===== config.mk =====
export PLATFORM = sky130hd
export DESIGN_NAME = rtps_path_select
export DESIGN_NICKNAME = d
export VERILOG_FILES = /design/src/rtps_pkg.sv /design/src/rtps_guard_if.sv /design/src/rtps_guard.sv /design/src/rtps_path_select.sv
export SDC_FILE = /design/constraint.sdc
export NUM_CORES = 1
export LEC_CHECK = 0
export BUFFER_PORTS_ARGS = -buffer_cell sky130_fd_sc_hd__buf_2
export CORE_AREA = 2 2 80 82
export CTS_CLUSTER_DIAMETER = 60
export CTS_CLUSTER_SIZE = 24
export DETAILED_ROUTE_END_ITERATION = 12
export DIE_AREA = 0 0 82 84
export HOLD_SLACK_MARGIN = 0.06
export PLACE_DENSITY = 0.74
export RECOVER_POWER = 100
export SETUP_SLACK_MARGIN = 0.02
export SYNTH_ARGS = -nofsm -noshare
export SYNTH_HDL_FRONTEND = slang
export SYNTH_SLANG_ARGS = --single-unit
export TNS_END_PERCENT = 10

===== constraint.sdc =====
create_clock -name clk_i -period 1.5 [get_ports clk_i]
set_clock_uncertainty 0.2 [all_clocks]
set_input_delay 0.075 -clock clk_i [delete_from_list [all_inputs] [get_ports clk_i]]
set_output_delay 0.075 -clock clk_i [all_outputs]
set_load 0.005 [all_outputs]

===== src/rtps_pkg.sv =====
package rtps_pkg;

	// ----------------------------------------
	// Register byte addresses (word aligned)
	// ----------------------------------------
	localparam logic [7:0] ADDR_DRV_CTRL = 8'h14 << 2;
	localparam logic [7:0] ADDR_MOD_CTRL = 8'h15 << 2;
	localparam logic [7:0] ADDR_TX_SEL   = 8'h16 << 2;
	localparam logic [7:0] ADDR_RX_SEL   = 8'h17 << 2;
	localparam logic [7:0] ADDR_STATUS   = 8'h1f << 2;

	// ----------------------------------------
	// Reset values and writable masks
	// ----------------------------------------
	localparam logic [7:0] RST_DRV_CTRL  = 8'h80;
	localparam logic [7:0] RST_MOD_CTRL  = 8'h00;
	localparam logic [7:0] RST_TX_SEL    = 8'h10;
	localparam logic [7:0] RST_RX_SEL    = 8'h84;
	localparam logic [7:0] MASK_DRV_CTRL = 8'hfb;
	localparam logic [7:0] MASK_MOD_CTRL = 8'h40;
	localparam logic [7:0] MASK_TX_SEL   = 8'h3f;
	localparam logic [7:0] MASK_RX_SEL   = 8'hff;

	// ----------------------------------------
	// Field positions
	// ----------------------------------------
	localparam int DRV2_INV_ON_BIT  = 7;
	localparam int DRV1_INV_ON_BIT  = 6;
	localparam int DRV2_INV_OFF_BIT = 5;
	localparam int DRV1_INV_OFF_BIT = 4;
	localparam int DRV2_CW_BIT      = 3;
	localparam int DRV2_EN_BIT      = 1;
	localparam int DRV1_EN_BIT      = 0;
	localparam int FORCE_ASK_BIT    = 6;
	localparam int DRV_SRC_LSB      = 4;
	localparam int AUX_SEL_LSB      = 0;
	localparam int RX_IN_LSB        = 6;
	localparam int GUARD_LSB        = 0;

	// ----------------------------------------
	// Field codes
	// ----------------------------------------
	localparam logic [1:0] DRV_TRISTATE = 2'h0;
	localparam logic [1:0] DRV_ENCODER  = 2'h1;
	localparam logic [1:0] DRV_AUX_IN   = 2'h2;
	localparam logic [1:0] DRV_HIGH     = 2'h3;
	localparam logic [3:0] AUX_TRI      = 4'h0;
	localparam logic [3:0] AUX_LOW      = 4'h1;
	localparam logic [3:0] AUX_HIGH     = 4'h2;
	localparam logic [3:0] AUX_TESTBUS  = 4'h3;
	localparam logic [3:0] AUX_ENVELOPE = 4'h4;
	localparam logic [3:0] AUX_TX_SER   = 4'h5;
	localparam logic [3:0] AUX_RX_SER   = 4'h7;
	localparam logic [1:0] RXI_LOW      = 2'h0;
	localparam logic [1:0] RXI_MANCH    = 2'h1;
	localparam logic [1:0] RXI_ANALOG   = 2'h2;
	localparam logic [1:0] RXI_NRZ      = 2'h3;

endpackage


===== src/rtps_guard_if.sv =====
`timescale 1ns/1ns
`default_nettype none
interface rtps_guard_if;
	logic       tx_done;
	logic       skip;
	logic       field_on;
	logic       bit_tick;
	logic [5:0] guard_len;
	logic       rx_active;
	logic       busy;

	modport ctl (output tx_done, skip, field_on, bit_tick, guard_len, input rx_active, busy);
	modport tmr (input tx_done, skip, field_on, bit_tick, guard_len, output rx_active, busy);
endinterface
`default_nettype wire


===== src/rtps_guard.sv =====
`timescale 1ns/1ns
`default_nettype none
module rtps_guard
	import rtps_pkg::*;
(
	// Clock and reset
	input  wire logic clk_i,
	input  wire logic rst_i,
	// Control side
	rtps_guard_if.tmr g
);
	logic [5:0] cnt_q;
	logic       run_q;

	// ----------------------------------------
	// Guard counter
	// ----------------------------------------
	// A field switch-on also arms the count so the receiver stays deaf while the field settles.
	always_ff @(posedge clk_i) begin
		if (rst_i) begin
			cnt_q <= 6'h00;
			run_q <= 1'b0;
		end else if ((g.tx_done && !g.skip) || g.field_on) begin
			cnt_q <= g.guard_len;
			run_q <= (g.guard_len != 6'h00);
		end else if (g.tx_done) begin
			cnt_q <= 6'h00;
			run_q <= 1'b0;
		end else if (run_q && g.bit_tick) begin
			cnt_q <= cnt_q - 6'h01;
			run_q <= (cnt_q != 6'h01);
		end
	end

	assign g.busy      = run_q;
	assign g.rx_active = !run_q;

	a_guard_load: assert property (@(posedge clk_i) disable iff (rst_i)
		(g.tx_done && !g.skip && g.guard_len != 6'h00 && !g.field_on)
		|=> run_q && cnt_q == $past(g.guard_len))
		else $error("guard delay not loaded after transmission");
	a_guard_skip: assert property (@(posedge clk_i) disable iff (rst_i)
		(g.tx_done && g.skip && !g.field_on) |=> !run_q)
		else $error("receive-only command did not skip guard");
	a_guard_field: assert property (@(posedge clk_i) disable iff (rst_i)
		(g.field_on && g.guard_len != 6'h00) |=> run_q)
		else $error("guard not started on field switch-on");
endmodule
`default_nettype wire


===== src/rtps_path_select.sv =====
// What this block does
// - Enabled driver 2 inverted when bit7 set
// - Enabled driver 1 inverted when bit6 set
// - Disabled driver 2 level inverted by bit5
// - Disabled driver 1 level inverted by bit4
// - Continuous-wave bit sends unmodulated carrier on driver 2
// - Continuous-wave clear modulates driver 2 carrier
// - Enable bit1 gives modulated carrier on driver 2
// - Enable bit0 gives modulated carrier on driver 1
// - Force bit gives full-depth amplitude keying
// - Source code 00 tri-states both drivers
// - Source codes pick encoder, aux input, high
// - Aux output: tri-state, low, high codes
// - Aux code 0011 routes selected test bus bit
// - Aux codes route envelope or pre-encoder stream
// - Aux code 0111 routes decoded receive stream
// - Receiver input: low or aux Manchester
// - Receiver input default: analog front end
// - Receiver code 11 takes aux NRZ data
// - Guard delay blocks receiver after transmission
// - Receive-only command skips the guard delay
// - Guard count starts at field switch-on
//
// Chosen here: the Wishbone register port.
`timescale 1ns/1ns
`default_nettype none
module rtps_path_select
	import rtps_pkg::*;
(
	// Clock and reset
	input  wire logic       clk_i,
	input  wire logic       rst_i,
	// Wishbone slave
	input  wire logic       cyc_i,
	input  wire logic       stb_i,
	input  wire logic       we_i,
	input  wire logic [7:0] adr_i,
	input  wire logic [3:0] sel_i,
	input  wire logic [31:0] dat_i,
	output logic [31:0]     dat_o,
	output logic            ack_o,
	// Internal signal sources
	input  wire logic       carrier_i,
	input  wire logic       tx_envelope_i,
	input  wire logic       tx_serial_i,
	input  wire logic       rx_decoded_i,
	input  wire logic       analog_rx_i,
	input  wire logic [7:0] test_bus_i,
	input  wire logic [2:0] test_bus_bit_select_i,
	input  wire logic       soft_power_down_i,
	// Command and timing events
	input  wire logic       tx_done_i,
	input  wire logic       receive_only_cmd_i,
	input  wire logic       bit_clock_tick_i,
	input  wire logic       ext_field_on_i,
	// Pins
	input  wire logic       aux_signal_input_i,
	output logic            antenna_driver_1_o,
	output logic            antenna_driver_1_oe_n_o,
	output logic            antenna_driver_2_o,
	output logic            antenna_driver_2_oe_n_o,
	output logic            aux_signal_output_o,
	output logic            aux_signal_output_oe_n_o,
	// Receiver and modulator side
	output logic            receiver_input_o,
	output logic            receiver_active_o,
	output logic            force_full_ask_o
);
	logic [7:0] drv_ctrl_q;
	logic [7:0] mod_ctrl_q;
	logic [7:0] tx_sel_q;
	logic [7:0] rx_sel_q;
	logic       aux_s1_q;
	logic       aux_s2_q;
	logic       req;
	logic       wr;
	logic       ack_q;
	logic [7:0] rd_d;
	logic [31:0] dat_q;
	logic [1:0] drv_src;
	logic [3:0] aux_sel;
	logic [1:0] rx_in;
	logic       drv_in;
	logic       drv_tri;
	logic       drv1_d;
	logic       drv2_d;
	logic       drv1_q;
	logic       drv2_q;
	logic       drv_tri_q;
	logic       aux_d;
	logic       aux_oe_n_d;
	logic       aux_q;
	logic       aux_oe_n_q;
	logic       rx_in_d;
	logic       rx_in_q;

	rtps_guard_if gif ();

	// ----------------------------------------
	// Register access
	// ----------------------------------------
	function automatic logic hit(input logic [7:0] a, input logic [7:0] base);
		hit = (a == base);
	endfunction

	assign req = cyc_i && stb_i && !ack_q;
	assign wr  = req && we_i && sel_i[0];

	// Only byte lane 0 carries data; other lanes are ignored on write.
	always_ff @(posedge clk_i) begin
		if (rst_i) begin
			drv_ctrl_q <= RST_DRV_CTRL;
			mod_ctrl_q <= RST_MOD_CTRL;
			tx_sel_q   <= RST_TX_SEL;
			rx_sel_q   <= RST_RX_SEL;
		end else if (wr) begin
			if (hit(adr_i, ADDR_DRV_CTRL)) begin
				drv_ctrl_q <= dat_i[7:0] & MASK_DRV_CTRL;
			end
			if (hit(adr_i, ADDR_MOD_CTRL)) begin
				mod_ctrl_q <= dat_i[7:0] & MASK_MOD_CTRL;
			end
			if (hit(adr_i, ADDR_TX_SEL)) begin
				tx_sel_q <= dat_i[7:0] & MASK_TX_SEL;
			end
			if (hit(adr_i, ADDR_RX_SEL)) begin
				rx_sel_q <= dat_i[7:0] & MASK_RX_SEL;
			end
		end
	end

	always_comb begin
		rd_d = 8'h00;
		if (hit(adr_i, ADDR_DRV_CTRL)) begin
			rd_d = drv_ctrl_q;
		end else if (hit(adr_i, ADDR_MOD_CTRL)) begin
			rd_d = mod_ctrl_q;
		end else if (hit(adr_i, ADDR_TX_SEL)) begin
			rd_d = tx_sel_q;
		end else if (hit(adr_i, ADDR_RX_SEL)) begin
			rd_d = rx_sel_q;
		end else if (hit(adr_i, ADDR_STATUS)) begin
			rd_d = {6'h00, gif.busy, receiver_active_o};
		end
	end

	// One wait state keeps read data registered; unmapped addresses ack and read zero.
	always_ff @(posedge clk_i) begin
		if (rst_i) begin
			ack_q <= 1'b0;
			dat_q <= 32'h0000_0000;
		end else begin
			ack_q <= req;
			dat_q <= {24'h00_0000, rd_d};
		end
	end

	assign ack_o = ack_q;
	assign dat_o = dat_q;

	// ----------------------------------------
	// Pin synchroniser
	// ----------------------------------------
	always_ff @(posedge clk_i) begin
		if (rst_i) begin
			aux_s1_q <= 1'b0;
			aux_s2_q <= 1'b0;
		end else begin
			aux_s1_q <= aux_signal_input_i;
			aux_s2_q <= aux_s1_q;
		end
	end

	// ----------------------------------------
	// Antenna drivers
	// ----------------------------------------
	assign drv_src = tx_sel_q[DRV_SRC_LSB +: 2];
	assign aux_sel = tx_sel_q[AUX_SEL_LSB +: 4];
	assign rx_in   = rx_sel_q[RX_IN_LSB +: 2];

	// Soft power-down does not tri-state by itself; only the source code does.
	always_comb begin
		drv_in  = 1'b0;
		drv_tri = 1'b0;
		unique case (drv_src)
			DRV_TRISTATE: drv_tri = 1'b1;
			DRV_ENCODER:  drv_in  = tx_envelope_i;
			DRV_AUX_IN:   drv_in  = aux_s2_q;
			DRV_HIGH:     drv_in  = 1'b1;
		endcase
	end

	always_comb begin
		if (drv_ctrl_q[DRV1_EN_BIT]) begin
			drv1_d = (carrier_i & drv_in) ^ drv_ctrl_q[DRV1_INV_ON_BIT];
		end else begin
			drv1_d = drv_ctrl_q[DRV1_INV_OFF_BIT];
		end
		if (!drv_ctrl_q[DRV2_EN_BIT]) begin
			drv2_d = drv_ctrl_q[DRV2_INV_OFF_BIT];
		end else if (drv_ctrl_q[DRV2_CW_BIT]) begin
			drv2_d = carrier_i ^ drv_ctrl_q[DRV2_INV_ON_BIT];
		end else begin
			drv2_d = (carrier_i & drv_in) ^ drv_ctrl_q[DRV2_INV_ON_BIT];
		end
	end

	always_ff @(posedge clk_i) begin
		if (rst_i) begin
			drv1_q    <= 1'b0;
			drv2_q    <= 1'b0;
			drv_tri_q <= 1'b1;
		end else begin
			drv1_q    <= drv1_d;
			drv2_q    <= drv2_d;
			drv_tri_q <= drv_tri;
		end
	end

	assign antenna_driver_1_o      = drv1_q;
	assign antenna_driver_2_o      = drv2_q;
	assign antenna_driver_1_oe_n_o = drv_tri_q;
	assign antenna_driver_2_oe_n_o = drv_tri_q;
	assign force_full_ask_o        = mod_ctrl_q[FORCE_ASK_BIT];

	// ----------------------------------------
	// Auxiliary output
	// ----------------------------------------
	// Reserved codes float the pin rather than guess at a source.
	always_comb begin
		aux_d      = 1'b0;
		aux_oe_n_d = 1'b0;
		unique case (aux_sel)
			AUX_TRI:      aux_oe_n_d = 1'b1;
			AUX_LOW:      aux_d = 1'b0;
			AUX_HIGH:     aux_d = 1'b1;
			AUX_TESTBUS:  aux_d = test_bus_i[test_bus_bit_select_i];
			AUX_ENVELOPE: aux_d = tx_envelope_i;
			AUX_TX_SER:   aux_d = tx_serial_i;
			AUX_RX_SER:   aux_d = rx_decoded_i;
			default:      aux_oe_n_d = 1'b1;
		endcase
	end

	always_ff @(posedge clk_i) begin
		if (rst_i) begin
			aux_q      <= 1'b0;
			aux_oe_n_q <= 1'b1;
		end else begin
			aux_q      <= aux_d;
			aux_oe_n_q <= aux_oe_n_d;
		end
	end

	assign aux_signal_output_o      = aux_q;
	assign aux_signal_output_oe_n_o = aux_oe_n_q;

	// ----------------------------------------
	// Receiver input and guard delay
	// ----------------------------------------
	always_comb begin
		rx_in_d = 1'b0;
		unique case (rx_in)
			RXI_LOW:    rx_in_d = 1'b0;
			RXI_MANCH:  rx_in_d = aux_s2_q;
			RXI_ANALOG: rx_in_d = analog_rx_i;
			RXI_NRZ:    rx_in_d = aux_s2_q;
		endcase
	end

	assign gif.tx_done   = tx_done_i;
	assign gif.skip      = receive_only_cmd_i;
	assign gif.field_on  = ext_field_on_i;
	assign gif.bit_tick  = bit_clock_tick_i;
	assign gif.guard_len = rx_sel_q[GUARD_LSB +: 6];

	rtps_guard u_guard (
		.clk_i (clk_i),
		.rst_i (rst_i),
		.g     (gif)
	);

	// Input is forced low while the guard runs so no edge leaks into the decoder.
	always_ff @(posedge clk_i) begin
		if (rst_i) begin
			rx_in_q <= 1'b0;
		end else begin
			rx_in_q <= rx_in_d && gif.rx_active;
		end
	end

	assign receiver_input_o  = rx_in_q;
	assign receiver_active_o = gif.rx_active;

	// ----------------------------------------
	// Checks
	// ----------------------------------------
	a_drv_tristate: assert property (@(posedge clk_i) disable iff (rst_i)
		(drv_src == DRV_TRISTATE) |=> antenna_driver_1_oe_n_o && antenna_driver_2_oe_n_o)
		else $error("drivers not tri-stated for source code zero");
	a_pd_no_tri: assert property (@(posedge clk_i) disable iff (rst_i)
		(soft_power_down_i && drv_src != DRV_TRISTATE)
		|=> !antenna_driver_1_oe_n_o && !antenna_driver_2_oe_n_o)
		else $error("drivers floated in power-down with a source selected");
	a_drv1_off: assert property (@(posedge clk_i) disable iff (rst_i)
		!drv_ctrl_q[DRV1_EN_BIT] |=> antenna_driver_1_o == $past(drv_ctrl_q[DRV1_INV_OFF_BIT]))
		else $error("disabled driver 1 level wrong");
	a_drv2_off: assert property (@(posedge clk_i) disable iff (rst_i)
		!drv_ctrl_q[DRV2_EN_BIT] |=> antenna_driver_2_o == $past(drv_ctrl_q[DRV2_INV_OFF_BIT]))
		else $error("disabled driver 2 level wrong");
	a_drv2_cw: assert property (@(posedge clk_i) disable iff (rst_i)
		(drv_ctrl_q[DRV2_EN_BIT] && drv_ctrl_q[DRV2_CW_BIT])
		|=> antenna_driver_2_o == ($past(carrier_i) ^ $past(drv_ctrl_q[DRV2_INV_ON_BIT])))
		else $error("continuous carrier not on driver 2");
	a_drv1_high: assert property (@(posedge clk_i) disable iff (rst_i)
		(drv_ctrl_q[DRV1_EN_BIT] && drv_src == DRV_HIGH)
		|=> antenna_driver_1_o == ($past(carrier_i) ^ $past(drv_ctrl_q[DRV1_INV_ON_BIT])))
		else $error("driver 1 high source wrong");
	a_aux_tri: assert property (@(posedge clk_i) disable iff (rst_i)
		(aux_sel == AUX_TRI) |=> aux_signal_output_oe_n_o)
		else $error("aux output not released for code zero");
	a_aux_fixed: assert property (@(posedge clk_i) disable iff (rst_i)
		(aux_sel == AUX_HIGH) |=> aux_signal_output_o && !aux_signal_output_oe_n_o)
		else $error("aux output not high");
	a_aux_envelope: assert property (@(posedge clk_i) disable iff (rst_i)
		(aux_sel == AUX_ENVELOPE) |=> aux_signal_output_o == $past(tx_envelope_i))
		else $error("aux output not encoder envelope");
	a_aux_rxser: assert property (@(posedge clk_i) disable iff (rst_i)
		(aux_sel == AUX_RX_SER) |=> aux_signal_output_o == $past(rx_decoded_i))
		else $error("aux output not decoded stream");
	a_rx_low: assert property (@(posedge clk_i) disable iff (rst_i)
		(rx_in == RXI_LOW) |=> !receiver_input_o)
		else $error("receiver input not held low");
	a_rx_guard: assert property (@(posedge clk_i) disable iff (rst_i)
		gif.busy |=> !receiver_input_o)
		else $error("receive input leaked during guard");
	a_rx_analog: assert property (@(posedge clk_i) disable iff (rst_i)
		(rx_in == RXI_ANALOG && gif.rx_active) |=> receiver_input_o == $past(analog_rx_i))
		else $error("receiver not fed from analog front end");
	a_reserved_rd: assert property (@(posedge clk_i) disable iff (rst_i)
		mod_ctrl_q[7] == 1'b0 && mod_ctrl_q[5:0] == 6'h00 && drv_ctrl_q[2] == 1'b0)
		else $error("reserved bit became set");
endmodule
`default_nettype wire


# Word-level counts from Yosys, hierarchy flattened
# Cells that the tools add are included.
word_totals:
  register_bits: 70
  output_inout_bits: 42
  elab_cells: 83
classes:
  n_reduce_logical: 21
  mux: 21
  eq_ne: 18
  addsub: 1
  bitwise_logic: 4
  n_lt_le_gt_ge: 1
op_table:
  columns: ["cell", "count"]
  rows:
  - ["$eq A8 B7 Y1 const B", 5]
  - ["$mux W8", 4]
  - ["$mux W6", 3]
  - ["$eq A4 B3 Y1 const B", 3]
  - ["$mux W1", 9]
  - ["$eq A2 B2 Y1 const B", 4]
  - ["$eq A4 B2 Y1 const B", 2]
  - ["$reduce_and A2 Y1", 4]
  - ["$logic_and A1 B1 Y1", 7]
  - ["$ne A6 B1 Y1 const B", 1]
  - ["$pmux W1 S3", 2]
  - ["$reduce_bool A6 Y1", 1]
  - ["$reduce_or A6 Y1", 1]
  - ["$sub A6 B1 Y6 const B", 1]
  - ["$pmux W1 S5", 1]
  - ["$eq A2 B1 Y1 const B", 2]
  - ["$eq A4 B1 Y1 const B", 1]
  - ["$logic_not A2 Y1", 2]
  - ["$lt A3 B4 Y1 const B", 1]
  - ["$bmux W1 S3", 1]
  - ["$logic_not A1 Y1", 3]
  - ["$reduce_bool A3 Y1", 1]
  - ["$xor A1 B1 Y1", 3]
  - ["$mux W2", 1]
  - ["other kinds (3)", 3]

# Longest topological paths before layout
logic_depth:
  depth_word: 6
  depth_mapped: 6

# Cells and area by module
# From an unflattened synthesis, not the netlist that was laid out.
hier_totals:
  cells_unflattened: 282
  hier_area_um2: 2424.8
by_module_without_submodules:
  columns: ["module", "cells_each", "area_each_um2", "seq_area_each_um2", "instances"]
  rows:
  - ["rtps_path_select", 229, 1981.9, 780.7, 1]
  - ["rtps_guard", 53, 442.9, 140.1, 1]

# Worst setup path after synthesis
# OpenSTA, ideal clock, no wires.
synth_timing:
  path_kind: "flip-flop to flip-flop"
  from: "reg ack_q (netlist: ack_o)"
  to: "reg tx_sel_q[2]"
  stages_incl_launch_ff: 6
  setup_ps: 72
  synth_period_minus_slack_ps: 1572
  slack_ps: -72
  required_time_ps: 1228
  arrival_time_ps: 1300
  n_path_buf: 1
  path_cell_list: "dfxtp_1 > and3b_1 > and2_1 > clkbuf_1 > and4b_1 > mux2i_1"
synth_via:
  elab_chain_cells: 5
synth_rtl:
  columns: ["item", "line", "text"]
  rows:
  - ["from (decl)", "rtps_path_select.sv:77", "logic ack_q;"]
  - ["from (signal assigned)", "rtps_path_select.sv:153", "ack_q <= req;"]
  - ["$logic_not A1 Y1", "rtps_path_select.sv:106", "assign req = cyc_i && stb_i && !ack_q;"]
  - ["$logic_and A1 B1 Y1", "rtps_path_select.sv:106", null]
  - ["$logic_and A1 B1 Y1 (2 in series)", "rtps_path_select.sv:107", "assign wr = req && we_i && sel_i[0];"]
  - ["$reduce_and A2 Y1 (no source line)", null, null]
  - ["to (signal assigned)", "rtps_path_select.sv:124", "tx_sel_q <= dat_i[7:0] & MASK_TX_SEL;"]
  - ["to (decl)", "rtps_path_select.sv:71", "logic [7:0] tx_sel_q;"]
# No other way between the ends.
# A chain may end at the register's enable or synchronous reset.

# Final worst setup path
layout_timing:
  from: "reg u_guard.cnt_q[1]"
  to: "reg u_guard.cnt_q[4]"
layout_via:
  elab_chain_cells: 4
layout_rtl:
  columns: ["item", "line", "text"]
  rows:
  - ["from (decl)", "rtps_guard.sv:12", "logic [5:0] cnt_q;"]
  - ["from (signal assigned)", "rtps_guard.sv:24", "cnt_q <= g.guard_len;"]
  - ["from (signal assigned)", "rtps_guard.sv:30", "cnt_q <= cnt_q - 6'h01;"]
  - ["$sub A6 B1 Y6", "rtps_guard.sv:30", null]
  - ["$mux W6", "rtps_guard.sv:29", "end else if (run_q && g.bit_tick) begin"]
  - ["$mux W6", "rtps_guard.sv:26", "end else if (g.tx_done) begin"]
  - ["$mux W6", "rtps_guard.sv:23", "end else if ((g.tx_done && !g.skip) || g.field_on) begin"]
# No other way between the ends. The select of a mux whose other input is x is not followed.

==> run_summary.xml <==
<?xml version="1.0" encoding="UTF-8"?>
<metrics>
  <group name="clock_network">
    <metric name="cts.htree.levels" unit="">2</metric>
    <metric name="post_cts_hold_buffer_count" unit="">22</metric>
    <metric name="clock_path_buffers" unit="">2</metric>
    <metric name="clkTransAtPathRegs" unit="ps">90</metric>
    <metric name="clkSinkCount" unit="">46</metric>
    <metric name="cts_root_buffer" unit="">sky130_fd_sc_hd__clkbuf_8</metric>
    <metric name="total_cts_buffers" unit="">5</metric>
    <metric name="cts_tree" unit="">yes</metric>
    <metric name="clkLatencyLatePin" unit="ps">300</metric>
  </group>
  <group name="route">
    <metric name="detail_route.vias_per_cell" unit="">5.32</metric>
    <metric name="detail_route.drc_violations" unit="">0</metric>
    <metric name="postRouteAntennaNets" unit="">0</metric>
    <metric name="wl_per_cell" unit="um">14.8</metric>
    <metric name="drt_iter0_drc" unit="">210</metric>
    <metric name="vias" unit="">2366</metric>
    <metric name="drt-pass1-iter-count" unit="">4</metric>
    <metric name="routed_wirelength" unit="um">6570</metric>
  </group>
  <group name="logic_synthesis">
    <metric name="syn-mean-instance-area" unit="um^2">9.11</metric>
    <metric name="xor_xnor_cell_area_share_of_the_yosys_netlist" unit="%">1.06</metric>
    <metric name="synth.ff_latch_count" unit="">46</metric>
    <metric name="synthesized_area_fraction_occupied_by_ao_oa_aoi_and_oai_cells" unit="%">17.2</metric>
    <metric name="synthSimpleGateAreaFrac" unit="%">22.7</metric>
    <metric name="ys_types" unit="">49</metric>
    <metric name="syn_area" unit="um^2">2470</metric>
    <metric name="synth_ff_type" unit="">sky130_fd_sc_hd__dfxtp_1</metric>
    <metric name="asyncSetResetFlopFracSynth" unit="%">0</metric>
    <metric name="dominant_combinational_cell_family_by_area_after_synthesis" unit="">simple AND/OR/NAND/NOR gates</metric>
    <metric name="synth-edff-count" unit="">0</metric>
    <metric name="synth.area.mux_share" unit="%">9.02</metric>
    <metric name="syn_inst" unit="">271</metric>
    <metric name="synth_adder_area_share" unit="%">1.01</metric>
    <metric name="yosysSeqAreaShare" unit="%">37.3</metric>
    <metric name="synth-warning-count" unit="">0</metric>
  </group>
  <group name="timing">
    <metric name="layout_worst_path_cycle_share" unit="%">104</metric>
    <metric name="finalHoldViolations" unit="">2</metric>
    <metric name="worst_hold_slack" unit="ps">-77.5</metric>
    <metric name="setup_total_negative_slack" unit="ps">-106</metric>
    <metric name="setup_slack" unit="ps">-57.1</metric>
    <metric name="final_report_max_slew_violation_count" unit="">0</metric>
    <metric name="min_period" unit="ps">1560</metric>
    <metric name="rsz0062_at_grt" unit="">yes</metric>
    <metric name="maxClockFrequency" unit="GHz">0.642</metric>
    <metric name="setup_viol" unit="">3</metric>
  </group>
  <group name="worst_setup_path">
    <metric name="worst-endpoint-arrival" unit="ps">1590</metric>
    <metric name="reg2regPathDepth" unit="">6</metric>
    <metric name="slack_of_the_worst_reg_to_reg_path" unit="ps">-60</metric>
    <metric name="startpoint_of_the_worst_slack_reg_to_reg_timing_path" unit="">u_guard.cnt_q[1]</metric>
    <metric name="worstPathRequired" unit="ps">1540</metric>
    <metric name="timing.setup.critical_path_class" unit="">reg -&gt; reg</metric>
    <metric name="critical_path.startpoint_type" unit="">flop</metric>
    <metric name="critical_path.endpoint_type" unit="">flop</metric>
    <metric name="crit_end" unit="">u_guard.cnt_q[4]</metric>
    <metric name="worstPathMaxFanout" unit="">3</metric>
    <metric name="rr_endpoint" unit="">u_guard.cnt_q[4]</metric>
    <metric name="crit_path_from" unit="">u_guard.cnt_q[1]</metric>
  </group>
  <group name="global_route">
    <metric name="antenna_found_initial" unit="">0</metric>
    <metric name="wire_length_of_the_first_global_routing_pass" unit="um">10200</metric>
    <metric name="grt_use_total" unit="%">19.4</metric>
    <metric name="number_of_global_route_vias_before_repair" unit="">2210</metric>
    <metric name="grt_max_degree" unit="">51</metric>
    <metric name="grt_remaining_overflow" unit="">0</metric>
  </group>
  <group name="power_and_ir_drop">
    <metric name="total_chip_power" unit="W">0.00258</metric>
    <metric name="power.sequential.fraction" unit="%">48.6</metric>
    <metric name="leakage" unit="nW">1.37</metric>
    <metric name="power.share.clock" unit="%">36.8</metric>
    <metric name="max-vdd-ir-drop" unit="uV">338</metric>
    <metric name="power_per_cell_area" unit="nW/um^2">779</metric>
    <metric name="p_switching" unit="W">0.000617</metric>
    <metric name="comb_power_share" unit="%">14.6</metric>
    <metric name="int_power" unit="W">0.00196</metric>
    <metric name="switching_share" unit="%">23.9</metric>
  </group>
  <group name="layout">
    <metric name="nFillCells" unit="">565</metric>
    <metric name="ff_latch_area" unit="um^2">922</metric>
    <metric name="layout_cells_sized_above_1" unit="%">32.6</metric>
    <metric name="syn_to_final_growth" unit="%">34.1</metric>
    <metric name="fin_nets" unit="">441</metric>
    <metric name="postLayoutCellArea" unit="um^2">3310</metric>
    <metric name="footprint_of_the_multi_input_gates" unit="um^2">1440</metric>
    <metric name="layout.cells.non_filler" unit="">445</metric>
    <metric name="antennaDiodeCount" unit="">0</metric>
    <metric name="final_core_utilization" unit="%">54.3</metric>
  </group>
  <group name="worst_hold_path">
    <metric name="timing.hold.worst.class" unit="">in -&gt; reg</metric>
  </group>
  <group name="floorplanning">
    <metric name="fp.dieArea" unit="um^2">6890</metric>
    <metric name="rows" unit="">29</metric>
    <metric name="initial_utilization" unit="%">40.5</metric>
    <metric name="dieHeight" unit="um">84</metric>
    <metric name="chipWidth" unit="um">82</metric>
    <metric name="io_pins" unit="">113</metric>
    <metric name="core" unit="um^2">6100</metric>
  </group>
  <group name="placed_design">
    <metric name="io_buffer_count" unit="">60</metric>
    <metric name="placed_area" unit="um^2">2900</metric>
    <metric name="place_inst" unit="">415</metric>
    <metric name="dp.final_hpwl" unit="um">4670</metric>
    <metric name="finalWeightedCongestion" unit="">0.850</metric>
  </group>
  <group name="flow_run">
    <metric name="cap_violations" unit="">0</metric>
  </group>
  <group name="run_status">
    <metric name="violations" unit="">hold timing, setup timing</metric>
    <metric name="status" unit="">complete, but fails checks</metric>
  </group>
</metrics>
[metrics by stage]
step	setup WS, ps	hold WS [ps]
final	-57.1	-77.5
after global routing	-107	-52.3
after CTS	-49.5	-70.8
after detailed placement	-70.9	108
after global placement	-41.4	92.9
after floorplan	3.85	3.18
[kinds of logic after synthesis]
family,count (synthesis)
flip-flops,46
buffers and inverters,44
XOR/XNOR,3
AND/OR/NAND/NOR,87
multiplexers,19
AO/OA/AOI/OAI,69
other,1
adder cells (fa/ha/maj),2
[worst min-delay path by stage]
| stage | from | to | slack, ps | cells past startpoint |
|---|---|---|---|---|
| finish | rst_i | dat_o[1] | -80 | 3 |
| global route | rst_i | dat_o[1] | -50 | 3 |
| CTS | rst_i | dat_o[1] | -70 | 3 |
| detailed placement | aux_signal_input_i | aux_s1_q | 110 | 2 |
| global placement | aux_signal_input_i | aux_s1_q | 90 | 2 |
| floorplan | aux_signal_input_i | aux_s1_q | 3 | 1 |
[cells in the final DEF (no fill, tap or decap), types with 3 or more instances in the layout]
master	Yosys	layout
sky130_fd_sc_hd__and2_1	4	3
sky130_fd_sc_hd__a22o_1	3	3
sky130_fd_sc_hd__mux2_2	6	6
sky130_fd_sc_hd__nor2b_1	7	6
sky130_fd_sc_hd__a211oi_1	5	3
sky130_fd_sc_hd__nand2b_1	12	11
sky130_fd_sc_hd__a22oi_1	3	3
sky130_fd_sc_hd__clkbuf_8	0	6
sky130_fd_sc_hd__o21ai_0	19	17
sky130_fd_sc_hd__buf_4	26	19
sky130_fd_sc_hd__mux2i_1	11	11
sky130_fd_sc_hd__a21oi_1	21	19
sky130_fd_sc_hd__nor2_1	16	15
sky130_fd_sc_hd__dlygate4sd3_1	0	22
sky130_fd_sc_hd__nand4_1	14	14
sky130_fd_sc_hd__buf_2	3	54
sky130_fd_sc_hd__nand3_1	8	6
sky130_fd_sc_hd__inv_1	5	3
sky130_fd_sc_hd__dfxtp_1	46	45
sky130_fd_sc_hd__nand2_1	4	4
sky130_fd_sc_hd__clkbuf_1	8	6
sky130_fd_sc_hd__nor3_1	7	7
sky130_fd_sc_hd__conb_1	1	24
sky130_fd_sc_hd__xor2_1	3	3
[worst max-delay path: stages, from the launching register on]
cell,delay [ps]
sky130_fd_sc_hd__dfxtp_1,330
sky130_fd_sc_hd__inv_2,70
sky130_fd_sc_hd__ha_4,160
sky130_fd_sc_hd__nand2b_4,50
sky130_fd_sc_hd__or4_1,400
sky130_fd_sc_hd__a21o_1,170
sky130_fd_sc_hd__a21oi_1,100
[routing by layer]
layer / vias up / global-route usage [%] / routed length [um]
li1: 1128 / - / -
met1: 1100 / 24.0 / 2740
met2: 114 / 31.4 / 3160
met3: 24 / 3.90 / 470
met4: 0 / 9.55 / 199
met5: - / 0 / 0
[registers in the layout (all words and copies together), names as in the netlist, 6 cells and up]
signal and cells:
tx_sel_q 6, rx_sel_q 8, u_guard.cnt_q 6, dat_o 8, drv_ctrl_q 7
[area by class of cell]
type                            count  share of cell area [%]
Timing Repair Buffer              106                    21.7
Clock buffer                        6                    2.50
Sequential cell                    46                    27.9
Tap cell                           77                    2.91
Inverter                            5                   0.567
Clock inverter                      1                   0.907
Multi-Input combinational cell    204                    43.6
[cell usage after synthesis, types with 2 or more instances]
| library cell | count | area, um^2 |
|---|---|---|
| sky130_fd_sc_hd__a211oi_1 | 5 | 37.5 |
| sky130_fd_sc_hd__a21oi_1 | 21 | 105 |
| sky130_fd_sc_hd__a22o_1 | 3 | 26.3 |
| sky130_fd_sc_hd__a22oi_1 | 3 | 22.5 |
| sky130_fd_sc_hd__a31oi_1 | 2 | 12.5 |
| sky130_fd_sc_hd__a32oi_1 | 2 | 17.5 |
| sky130_fd_sc_hd__and2_1 | 4 | 25.0 |
| sky130_fd_sc_hd__and3b_1 | 2 | 17.5 |
| sky130_fd_sc_hd__buf_2 | 3 | 15.0 |
| sky130_fd_sc_hd__buf_4 | 26 | 195 |
| sky130_fd_sc_hd__clkbuf_1 | 8 | 30.0 |
| sky130_fd_sc_hd__dfxtp_1 | 46 | 921 |
| sky130_fd_sc_hd__ha_1 | 2 | 25.0 |
| sky130_fd_sc_hd__inv_1 | 5 | 18.8 |
| sky130_fd_sc_hd__mux2_2 | 6 | 67.6 |
| sky130_fd_sc_hd__mux2i_1 | 11 | 110 |
| sky130_fd_sc_hd__mux4_2 | 2 | 45.0 |
| sky130_fd_sc_hd__nand2_1 | 4 | 15.0 |
| sky130_fd_sc_hd__nand2b_1 | 12 | 75.1 |
| sky130_fd_sc_hd__nand3_1 | 8 | 40.0 |
| sky130_fd_sc_hd__nand4_1 | 14 | 87.6 |
| sky130_fd_sc_hd__nor2_1 | 16 | 60.1 |
| sky130_fd_sc_hd__nor2b_1 | 7 | 43.8 |
| sky130_fd_sc_hd__nor3_1 | 7 | 35.0 |
| sky130_fd_sc_hd__o21a_1 | 2 | 15.0 |
| sky130_fd_sc_hd__o21ai_0 | 19 | 95.1 |
| sky130_fd_sc_hd__o2bb2ai_1 | 2 | 17.5 |
| sky130_fd_sc_hd__o311ai_0 | 2 | 17.5 |
| sky130_fd_sc_hd__o31ai_1 | 4 | 30.0 |
| sky130_fd_sc_hd__or4_1 | 2 | 15.0 |
| sky130_fd_sc_hd__xor2_1 | 3 | 26.3 |
[power by group through the flow]
stage | Clock [W] | Combinational [W] | Sequential (W)
detailed placement | 0 | 0.000307 | 0.00128
global placement | 0 | 0.000297 | 0.00128
global route | 0.000998 | 0.000409 | 0.00125
finish | 0.000950 | 0.000377 | 0.00125
floorplan | 0 | 0.000214 | 0.00128
CTS | 0.000952 | 0.000356 | 0.00125
[timing repair]
item,in CTS,in global routing
endpoints found under the hold margin,38,19
setup endpoints to repair,16,29
pin swaps,2,14
resized for setup,5,17
setup buffers,0,1
Note: power is estimated with default switching activity, not from simulation.
